## config.mk

```make
export PLATFORM = sky130hd
export DESIGN_NAME = cfm_monitor
export DESIGN_NICKNAME = d
export VERILOG_FILES = /design/src/hdl/cfm_pkg.sv /design/src/hdl/cfm_held_fault.sv /design/src/hdl/cfm_log_mem.sv /design/src/hdl/cfm_monitor.sv
export SDC_FILE = /design/constraint.sdc
export NUM_CORES = 1
export LEC_CHECK = 0
export BUFFER_PORTS_ARGS = -buffer_cell sky130_fd_sc_hd__buf_2
export CORE_UTILIZATION = 40
export DETAILED_ROUTE_END_ITERATION = 8
export GPL_ROUTABILITY_DRIVEN = 0
export GPL_TIMING_DRIVEN = 0
export SLEW_MARGIN = 20
export SYNTH_ARGS = -nofsm -noshare
export SYNTH_HDL_FRONTEND = slang
export SYNTH_SLANG_ARGS = --single-unit
```

## constraint.sdc

```tcl
create_clock -name clk_sys -period 3.03 [get_ports clk_sys]
set_clock_uncertainty 0.05 [all_clocks]
set_input_delay 0.606 -clock clk_sys [delete_from_list [all_inputs] [get_ports clk_sys]]
set_output_delay 0.606 -clock clk_sys [all_outputs]
set_load 0.02 [all_outputs]
```

## src/hdl/cfm_pkg.sv

```systemverilog
package cfm_pkg;

  // Clock rate and fault timing.
  localparam int unsigned CLK_HZ = 10_000_000;
  localparam int unsigned TRIG_NEUTRAL_MS = 5000;
  localparam int unsigned TRIG_NEUTRAL_CYC = TRIG_NEUTRAL_MS * (CLK_HZ / 1000);
  localparam int unsigned MS_CYC = CLK_HZ / 1000;

  // Fault codes (decimal as shown on the service display).
  localparam logic [15:0] FC_POWER_CYCLE = 16'h00D3;
  localparam logic [15:0] FC_KEY_BOTH = 16'h00D4;
  localparam logic [15:0] FC_HORN_STUCK = 16'h00DD;
  localparam logic [15:0] FC_TRIG_NEUTRAL = 16'h08A2;
  localparam logic [15:0] FC_INOUT_STUCK = 16'h00DE;
  localparam logic [15:0] FC_SEL_BOTH = 16'h00DF;
  localparam logic [15:0] FC_SEL_NONE = 16'h08B8;
  localparam logic [15:0] FC_STEERL_STUCK = 16'h00E0;

  // Flash codes: high nibble major blinks, low nibble minor blinks.
  localparam logic [7:0] FLASH_2_1 = 8'h21;
  localparam logic [7:0] FLASH_2_2 = 8'h22;

  // Market codes for which the indoor/outdoor startup check applies.
  localparam logic [2:0] MKT_A = 3'h1;
  localparam logic [2:0] MKT_B = 3'h2;
  localparam logic [2:0] MKT_C = 3'h3;
  localparam logic [2:0] MKT_D = 3'h4;

  // Fault bit positions.
  localparam int unsigned FB_KEY = 0;
  localparam int unsigned FB_HORN = 1;
  localparam int unsigned FB_TRIG = 2;
  localparam int unsigned FB_INOUT = 3;
  localparam int unsigned FB_SELB = 4;
  localparam int unsigned FB_SELN = 5;
  localparam int unsigned FB_STEER = 6;
  localparam int unsigned FB_PWR = 7;
  localparam int unsigned NFAULT = 8;

  // Register map.
  localparam logic [3:0] REG_STATUS = 4'h0;
  localparam logic [3:0] REG_CLEAR = 4'h1;
  localparam logic [3:0] REG_ENABLE = 4'h2;
  localparam logic [3:0] REG_ACTIVE = 4'h3;
  localparam logic [3:0] REG_MARKET = 4'h4;
  localparam logic [3:0] REG_LOGCNT = 4'h5;
  localparam logic [3:0] REG_LOGPTR = 4'h6;
  localparam logic [3:0] REG_LOGDAT = 4'h7;
  localparam logic [3:0] REG_LASTPWR = 4'h8;
  localparam logic [3:0] REG_FLASH = 4'h9;
  localparam logic [7:0] ENABLE_RST = 8'h00;
  localparam logic [2:0] MARKET_RST = 3'h0;

  typedef enum logic [2:0] {
    CFM_ST_BOOT = 3'b001,
    CFM_ST_STARTUP = 3'b010,
    CFM_ST_RUN = 3'b100
  } cfm_state_t;

endpackage

```

## src/hdl/cfm_held_fault.sv

```systemverilog
// Sticky fault: set by its condition, held until the release level is seen.
module cfm_held_fault (
  input wire logic clk_sys,
  input wire logic resetn,
  input wire logic set_i,
  input wire logic release_i,
  output logic active
);

  always_ff @(posedge clk_sys or negedge resetn) begin
    if (!resetn) begin
      active <= 1'b0;
    end else if (set_i) begin
      active <= 1'b1;
    end else if (release_i) begin
      active <= 1'b0;
    end
  end

endmodule

```

## src/hdl/cfm_log_mem.sv

```systemverilog
// Failure log storage with registered read data.
module cfm_log_mem #(
  parameter int unsigned AW = 5,
  parameter int unsigned DW = 16
) (
  input wire logic clk_sys,
  input wire logic we,
  input wire logic [AW-1:0] waddr,
  input wire logic [DW-1:0] wdata,
  input wire logic [AW-1:0] raddr,
  output logic [DW-1:0] rdata
);

  logic [DW-1:0] mem [0:(1<<AW)-1];

  always_ff @(posedge clk_sys) begin
    if (we) begin
      mem[waddr] <= wdata;
    end
    rdata <= mem[raddr];
  end

endmodule

```

## src/hdl/cfm_monitor.sv

```systemverilog
////////////////////////////////////////////////////////////////////////////////
// What this block does
// - Log power-cycle code, flash 2_1, each power-up unless another fault sets with it.
// - Log separates entries since last power-up.
// - Both key selects: fault 212, force ground.
// - Horn at startup: fault 221, block horn.
// - Trigger 5000 ms in neutral: fault 2210.
// - Fault 2210 blocks trigger, drive, lift.
// - In/out at startup: fault 222, keep mode.
// - In/out check only for four markets.
// - Both drive/lift selects: 223, lift, block.
// - Fault 223 held until either opens.
// - Neither select: 2232, lift, block, hold.
// - Steer left at startup: 224, block drive.
module cfm_monitor
  import cfm_pkg::*;
#(
  parameter int unsigned TRIG_CYC = TRIG_NEUTRAL_CYC,
  parameter int unsigned LOG_AW = 5
) (
  input wire logic clk_sys,
  input wire logic resetn,
  input wire logic ground_select_input,
  input wire logic platform_select_input,
  input wire logic horn_input,
  input wire logic trigger_input,
  input wire logic joystick_neutral,
  input wire logic indoor_outdoor_input,
  input wire logic drive_select_input,
  input wire logic lift_select_input,
  input wire logic steer_left_switch,
  input wire logic [3:0] addr,
  input wire logic [7:0] wdata,
  input wire logic wr,
  input wire logic rd,
  output logic [15:0] rdata,
  output logic irq,
  output logic ground_mode,
  output logic horn_enable,
  output logic trigger_state,
  output logic move_lift,
  output logic drive_prevented,
  output logic lift_up_prevented,
  output logic lift_down_prevented,
  output logic outdoor_mode,
  output logic [15:0] fault_code,
  output logic [7:0] flash_code
);

  ////////////////////////////////////////////////////////////////////////////
  // Power-up sequencing and platform startup detection.
  cfm_state_t state_r;
  cfm_state_t state_nxt;
  logic plat_mode;
  logic key_both;
  assign key_both = ground_select_input & platform_select_input;
  assign plat_mode = platform_select_input & ~ground_select_input;

  always_comb begin
    state_nxt = state_r;
    unique case (state_r)
      CFM_ST_BOOT: state_nxt = CFM_ST_RUN;
      CFM_ST_RUN: begin
        if (plat_mode) begin
          state_nxt = CFM_ST_STARTUP;
        end
      end
      CFM_ST_STARTUP: begin
        if (!plat_mode) begin
          state_nxt = CFM_ST_RUN;
        end
      end
      default: state_nxt = CFM_ST_BOOT;
    endcase
  end

  logic plat_prev_r;
  always_ff @(posedge clk_sys or negedge resetn) begin
    if (!resetn) begin
      state_r <= CFM_ST_BOOT;
      plat_prev_r <= 1'b0;
    end else begin
      state_r <= state_nxt;
      plat_prev_r <= plat_mode;
    end
  end

  // Platform startup is the first cycle in platform mode.
  logic plat_start;
  logic boot;
  assign plat_start = plat_mode & ~plat_prev_r;
  assign boot = (state_r == CFM_ST_BOOT);

  ////////////////////////////////////////////////////////////////////////////
  // Trigger-in-neutral timer.
  logic [$clog2(TRIG_CYC+1)-1:0] trig_cnt_r;
  logic trig_arm;
  logic trig_done;
  assign trig_arm = plat_mode & trigger_input & joystick_neutral;
  assign trig_done = trig_arm & (trig_cnt_r == ($bits(trig_cnt_r))'(TRIG_CYC - 1));

  always_ff @(posedge clk_sys or negedge resetn) begin
    if (!resetn) begin
      trig_cnt_r <= '0;
    end else if (!trig_arm) begin
      trig_cnt_r <= '0;
    end else if (!trig_done) begin
      trig_cnt_r <= trig_cnt_r + 1'b1;
    end
  end

  ////////////////////////////////////////////////////////////////////////////
  // Configuration register: market.
  logic [2:0] market_r;
  logic inout_check;
  assign inout_check = (market_r == MKT_A) | (market_r == MKT_B) |
                       (market_r == MKT_C) | (market_r == MKT_D);

  ////////////////////////////////////////////////////////////////////////////
  // Held faults.
  logic [NFAULT-1:0] f_set;
  logic [NFAULT-1:0] f_rel;
  logic [NFAULT-1:0] f_act;
  logic sel_both;
  logic sel_none;
  assign sel_both = drive_select_input & lift_select_input;
  assign sel_none = ~drive_select_input & ~lift_select_input;

  assign f_set[FB_KEY] = key_both;
  assign f_rel[FB_KEY] = ~key_both;
  assign f_set[FB_HORN] = plat_start & horn_input;
  assign f_rel[FB_HORN] = ~horn_input;
  assign f_set[FB_TRIG] = trig_done;
  assign f_rel[FB_TRIG] = ~trigger_input;
  assign f_set[FB_INOUT] = plat_start & indoor_outdoor_input & inout_check;
  assign f_rel[FB_INOUT] = ~indoor_outdoor_input;
  assign f_set[FB_SELB] = plat_mode & sel_both;
  assign f_rel[FB_SELB] = ~sel_both;
  assign f_set[FB_SELN] = plat_mode & sel_none;
  assign f_rel[FB_SELN] = ~sel_none;
  assign f_set[FB_STEER] = plat_start & steer_left_switch;
  assign f_rel[FB_STEER] = ~steer_left_switch;
  assign f_set[FB_PWR] = boot;
  assign f_rel[FB_PWR] = 1'b1;

  genvar gi;
  generate
    for (gi = 0; gi < NFAULT; gi++) begin : g_fault
      cfm_held_fault u_fault (
        .clk_sys(clk_sys),
        .resetn(resetn),
        .set_i(f_set[gi]),
        .release_i(f_rel[gi]),
        .active(f_act[gi])
      );
    end
  endgenerate

  ////////////////////////////////////////////////////////////////////////////
  // Motion outputs.
  logic sel_fault;
  assign sel_fault = f_act[FB_SELB] | f_act[FB_SELN];
  assign ground_mode = f_act[FB_KEY] | ~platform_select_input;
  assign horn_enable = horn_input & ~f_act[FB_HORN];
  assign trigger_state = trigger_input & ~f_act[FB_TRIG];
  assign move_lift = sel_fault | lift_select_input;
  assign drive_prevented = f_act[FB_TRIG] | sel_fault | f_act[FB_STEER];
  assign lift_up_prevented = f_act[FB_TRIG] | sel_fault;
  assign lift_down_prevented = f_act[FB_TRIG] | sel_fault;

  // Indoor/outdoor selection toggles on each press of the switch except while held.
  logic outdoor_r;
  logic inout_prev_r;
  always_ff @(posedge clk_sys or negedge resetn) begin
    if (!resetn) begin
      outdoor_r <= 1'b0;
      inout_prev_r <= 1'b0;
    end else begin
      inout_prev_r <= indoor_outdoor_input;
      if (indoor_outdoor_input & ~inout_prev_r & ~f_act[FB_INOUT] & ~f_set[FB_INOUT]) begin
        outdoor_r <= ~outdoor_r;
      end
    end
  end
  assign outdoor_mode = outdoor_r;

  ////////////////////////////////////////////////////////////////////////////
  // New-fault events, reported code and log write.
  logic [NFAULT-1:0] f_prev_r;
  logic [NFAULT-1:0] f_new;
  always_ff @(posedge clk_sys or negedge resetn) begin
    if (!resetn) begin
      f_prev_r <= '0;
    end else begin
      f_prev_r <= f_act;
    end
  end
  assign f_new = f_act & ~f_prev_r;

  logic [15:0] code_sel;
  logic [7:0] flash_sel;
  always_comb begin
    code_sel = 16'h0000;
    flash_sel = 8'h00;
    for (int i = NFAULT - 1; i >= 0; i--) begin
      if (f_new[i]) begin
        unique case (i)
          FB_KEY: code_sel = FC_KEY_BOTH;
          FB_HORN: code_sel = FC_HORN_STUCK;
          FB_TRIG: code_sel = FC_TRIG_NEUTRAL;
          FB_INOUT: code_sel = FC_INOUT_STUCK;
          FB_SELB: code_sel = FC_SEL_BOTH;
          FB_SELN: code_sel = FC_SEL_NONE;
          FB_STEER: code_sel = FC_STEERL_STUCK;
          default: code_sel = FC_POWER_CYCLE;
        endcase
        flash_sel = (i == FB_KEY || i == FB_PWR) ? FLASH_2_1 : FLASH_2_2;
      end
    end
  end

  // Lowest-numbered new fault wins; others in the same cycle are only flagged.
  logic log_we;
  logic [LOG_AW-1:0] log_wp_r;
  logic [LOG_AW-1:0] log_rp_r;
  logic [LOG_AW-1:0] last_pwr_r;
  logic [15:0] log_cnt_r;
  logic [15:0] log_rdata;
  assign log_we = |f_new;

  always_ff @(posedge clk_sys or negedge resetn) begin
    if (!resetn) begin
      fault_code <= 16'h0000;
      flash_code <= 8'h00;
      log_wp_r <= '0;
      last_pwr_r <= '0;
      log_cnt_r <= 16'h0000;
    end else if (log_we) begin
      fault_code <= code_sel;
      flash_code <= flash_sel;
      log_wp_r <= log_wp_r + 1'b1;
      log_cnt_r <= log_cnt_r + 16'h0001;
      if (f_new[FB_PWR]) begin
        last_pwr_r <= log_wp_r;
      end
    end
  end

  cfm_log_mem #(
    .AW(LOG_AW),
    .DW(16)
  ) u_log (
    .clk_sys(clk_sys),
    .we(log_we),
    .waddr(log_wp_r),
    .wdata(code_sel),
    .raddr(log_rp_r),
    .rdata(log_rdata)
  );

  ////////////////////////////////////////////////////////////////////////////
  // Register port and interrupt.
  logic [NFAULT-1:0] status_r;
  logic [NFAULT-1:0] enable_r;
  logic wr_clear;
  logic wr_enable;
  logic wr_market;
  logic wr_logptr;
  assign wr_clear = wr & (addr == REG_CLEAR);
  assign wr_enable = wr & (addr == REG_ENABLE);
  assign wr_market = wr & (addr == REG_MARKET);
  assign wr_logptr = wr & (addr == REG_LOGPTR);

  always_ff @(posedge clk_sys or negedge resetn) begin
    if (!resetn) begin
      status_r <= '0;
      enable_r <= ENABLE_RST;
      market_r <= MARKET_RST;
      log_rp_r <= '0;
    end else begin
      // Set wins over a clear in the same cycle.
      status_r <= (status_r & ~(wr_clear ? wdata : 8'h00)) | f_new;
      if (wr_enable) begin
        enable_r <= wdata;
      end
      if (wr_market) begin
        market_r <= wdata[2:0];
      end
      if (wr_logptr) begin
        log_rp_r <= wdata[LOG_AW-1:0];
      end
    end
  end
  assign irq = |(status_r & enable_r);

  logic [15:0] rd_mux;
  always_comb begin
    unique case (addr)
      REG_STATUS: rd_mux = {8'h00, status_r};
      REG_ENABLE: rd_mux = {8'h00, enable_r};
      REG_ACTIVE: rd_mux = {8'h00, f_act};
      REG_MARKET: rd_mux = {13'h0000, market_r};
      REG_LOGCNT: rd_mux = log_cnt_r;
      REG_LOGPTR: rd_mux = {{(16-LOG_AW){1'b0}}, log_wp_r};
      REG_LASTPWR: rd_mux = {{(16-LOG_AW){1'b0}}, last_pwr_r};
      REG_FLASH: rd_mux = {8'h00, flash_code};
      default: rd_mux = 16'h0000;
    endcase
  end

  // Log data come straight from the memory's output register.
  logic rd_log_r;
  logic [15:0] rd_hold_r;
  always_ff @(posedge clk_sys or negedge resetn) begin
    if (!resetn) begin
      rd_hold_r <= 16'h0000;
      rd_log_r <= 1'b0;
    end else begin
      rd_log_r <= rd & (addr == REG_LOGDAT);
      rd_hold_r <= rd ? rd_mux : 16'h0000;
    end
  end
  assign rdata = rd_log_r ? log_rdata : rd_hold_r;

endmodule

```

==> out/results.ini <==
[clock_tree]
cts.sinks = 423
cts_root_buf = clkbuf_16
cts_buffers = 44
clk_path_buf_depth = 3
worstSkewPairLatency_ps = 560
cts_tree = yes
cts.clk_slew.worst_paths_ps = 60
h-tree-depth = 2

[pwr]
power_mw = 16.6
pwr-share-clk_pct = 33.7
switchingPower_mw = 4.72
internal_power_mw = 11.9
combPwrFrac_pct = 21.2
peakVddDrop_mv = 0.500
p_per_area_mw_per_mm2 = 818
power_frac_seq_pct = 45.1
p_leak_nw = 7.38
netSwitchingFraction_pct = 28.4

[logic_synthesis]
synth_adder_area_share_pct = 0.434
synth_compound_area_share_pct = 3.28
synthSimpleGateAreaFrac_pct = 8.35
synth-edff-count = 288
synth_top_family_by_area = multiplexers
avgSynthCellArea_um2 = 16.7
synth_cell_types = 64
mappedNetlistArea_mm2 = 0.0173
post_synth_xor_area_fraction_pct = 2.28
syn_inst = 1037
async_flop_share_pct = 29.8
synth_flop_cell = edfxtp_1
ys_seq_area_share_pct = 69.3
synthMuxAreaShare_pct = 14.4
ys_warn_count = 0
ys_seq_elements = 423

[route]
drc = 0
viasPerCell = 5.34
drt-total-wl_mm = 38.5
drt-pass1-iter-count = 5
vias = 9484
ant_nets = 0
wl_per_cell_um = 21.7
drtIter0Drc = 716

[layout]
layout-drive-gt1-share_pct = 27.9
seq_area_mm2 = 0.0120
multi_input_area_mm2 = 0.00529
fill_cells = 3584
nets = 1194
diodes = 0
syn2layout_area_growth_pct = 17.5

[floorplanning]
coreArea_mm2 = 0.0423
rows = 75
die_area_mm2 = 0.0441
ioPinCount = 74
die_x_um = 210
fp.dieH_um = 210
initial_utilization_pct = 40.9

[hold_path]
min_delay_path_depth = 1
hold_path_class = input port to register
min_to = inout_prev_r
hp-start = indoor_outdoor_input

[sta]
whs_ps = 138
finalSetupViolCount = 18
rsz0062_at_grt = yes
fin_ws_ps = -59.5
hold_viol_final = 0
max_slew_margin_pct = 33.7
timing.fmax_mhz = 324
drv_slew = 0
fin_crit_ps = 3090
worst_slew_pin_slew_ps = 991
fin_crit_sh_pct = 102

[job]
cap_violations = 0

[setup_path]
crit_required_ps = 3150
reg2reg_slack_ps = -60
startpoint_type = register
path_class = register to register
reg2reg_from = g_fault[3].u_fault.active
worstPathMaxFanout = 9
worstPathArrival_ps = 3210
worstRegToRegCells = 6
worstReg2RegEnd = u_log.mem[7][6]
worst_setup_path_end_kind = register

[run_status]
violations = setup timing
status = finished, violations left

[global_route]
track_usage_pct = 18.1
grt_max_degree = 95
overflow = 0
antenna_found_initial = 2
first_global_vias = 9710
grt_pass1_wl_mm = 59.3

[placement]
numPortBuffers = 60
hpwl_mm = 26.1

-- Yosys cell counts, types with 4 or more instances --
master,number,area (µm²)
a31oi_1,4,25.0
nor2_1,88,330
dfxtp_1,9,180
nor4_1,5,31.3
nand2b_1,11,68.8
o211ai_1,4,30.0
buf_4,21,158
mux4_2,90,2030
and2_1,4,25.0
buf_2,4,20.0
a221oi_1,4,35.0
nor2b_1,22,138
ha_1,6,75.1
edfxtp_1,288,8650
a22oi_1,14,105
o21ai_0,11,55.1
mux2i_1,5,50.1
mux2_2,37,417
clkbuf_1,27,101
nand4_1,19,119
buf_1,6,22.5
a21oi_1,15,75.1
dfrtp_1,125,3130
inv_1,7,26.3
and3_1,22,138
a21o_1,12,90.1
or3_1,5,31.3
nand3b_1,4,30.0
nor3_1,13,65.1
xor2_1,27,236
nand2_1,48,180
xnor2_1,18,158
and4_1,4,35.0
nand3_1,17,85.1
-- layout make-up --
class | instances | area share, %
inverter | 7 | 0.129
clock inverter | 19 | 1.23
clock buffer | 62 | 6.20
tap | 577 | 3.55
sequential | 423 | 58.9
buffer | 59 | 1.57
multi-input combinational | 559 | 26.0
timing repair buffer | 69 | 2.36
-- flip-flops by register name (all words and copies together), names as in the netlist --
name and flops:
enable_r 8, status_r 8, log_rp_r 5, outdoor_mode 1
rd_log_r 1, market_r 3, rd_hold_r 16, fault_code 9
u_log.mem 288, last_pwr_r 5, inout_prev_r 1, f_prev_r 8
log_wp_r 5, flash_code 2, state_r 3, trig_cnt_r 26
g_fault.u_fault.active 8, plat_prev_r 1, log_cnt_r 16, u_log.rdata 9
-- cells by family after synthesis --
logic type	count (synthesis)
AOI/OAI and AO/OA	82
other	1
muxes	132
xor gates and xnor gates	45
DFF	423
buffers and inverters	66
and+or+nand+nor	282
adders and majority gates	6
-- layout by cell type, fill, tap and decap left out, types with 6 or more instances in the layout --
master	instances
o21ai_0	10
buf_2	62
buf_4	23
ha_1	6
dfrtp_1	125
nand2b_1	11
edfxtp_1	288
a21oi_1	13
clkbuf_16	45
and3_1	22
inv_1	7
xor2_1	27
a21o_1	12
a22oi_1	14
nand2_1	46
nor2_4	26
mux4_2	90
nand3_1	17
conb_1	12
clkbuf_1	37
bufinv_16	6
nand4_1	19
dfxtp_1	9
xnor2_1	18
buf_1	6
mux2_2	37
nor2_1	63
clkbuf_8	7
nor2b_1	21
nor3_1	13
-- what timing repair did --
action | CTS | global route
buffers inserted | 0 | 2
hold buffers | 1 | 0
gates resized for setup | 41 | 14
hold endpoints to repair | 31 | 0
endpoints found under the setup margin | 288 | 297
-- per-layer routing --
metal / GRT usage, % / part of all wire, %
met3: 3.11 / 4.8
met4: 5.64 / 2.3
met5: 0 / 0.042
met1: 25.6 / 44
met2: 28.7 / 49
-- through the flow --
step	setup TNS (ps)	utilization (%)	worst slack [ps]	std cells	area (µm²)
finish	-680	48.0	-59.5	1775	20300
floorplan	0	-	309	1048	17300
global route	-9920	48.0	-183	1775	20300
detailed placement	-155520	43.9	-807	1691	18600
global placement	-355040	43.4	-2060	1685	18400
CTS	-9970	47.8	-129	1773	20200
-- power by group through the flow --
stage / registers, mW / clock network, mW / logic (mW)
after floorplan: 7.53 / 0 / 2.10
after global placement: 7.63 / 0 / 3.20
after detailed placement: 7.62 / 0 / 3.36
after CTS: 7.51 / 5.71 / 3.50
after global routing: 7.57 / 5.94 / 3.79
final: 7.50 / 5.60 / 3.52
-- how the worst max path moves through the flow --
stage | from | endpoint | slack [ps] | cells after the start
2_1_floorplan | g_fault[1].u_fault.active | u_log.mem[0][5] | 310 | 4
3_3_place_gp | g_fault[0].u_fault.active | u_log.mem[25][5] | -2060 | 4
3_5_place_dp | g_fault[0].u_fault.active | u_log.mem[1][5] | -810 | 7
4_1_cts | g_fault[3].u_fault.active | u_log.mem[21][2] | -130 | 7
5_1_grt | g_fault[3].u_fault.active | u_log.mem[19][11] | -180 | 6
6_report | g_fault[3].u_fault.active | u_log.mem[7][6] | -60 | 6
-- worst max-delay path, stage by stage, from the launching register on --
cell and delay [ps]:
dfrtp_1 420, nor2b_1 410, or3_1 300, nor3_4 120
inv_1 130, nand2_1 360, nor2_1 900
Note: power is estimated with default switching activity, not from simulation.
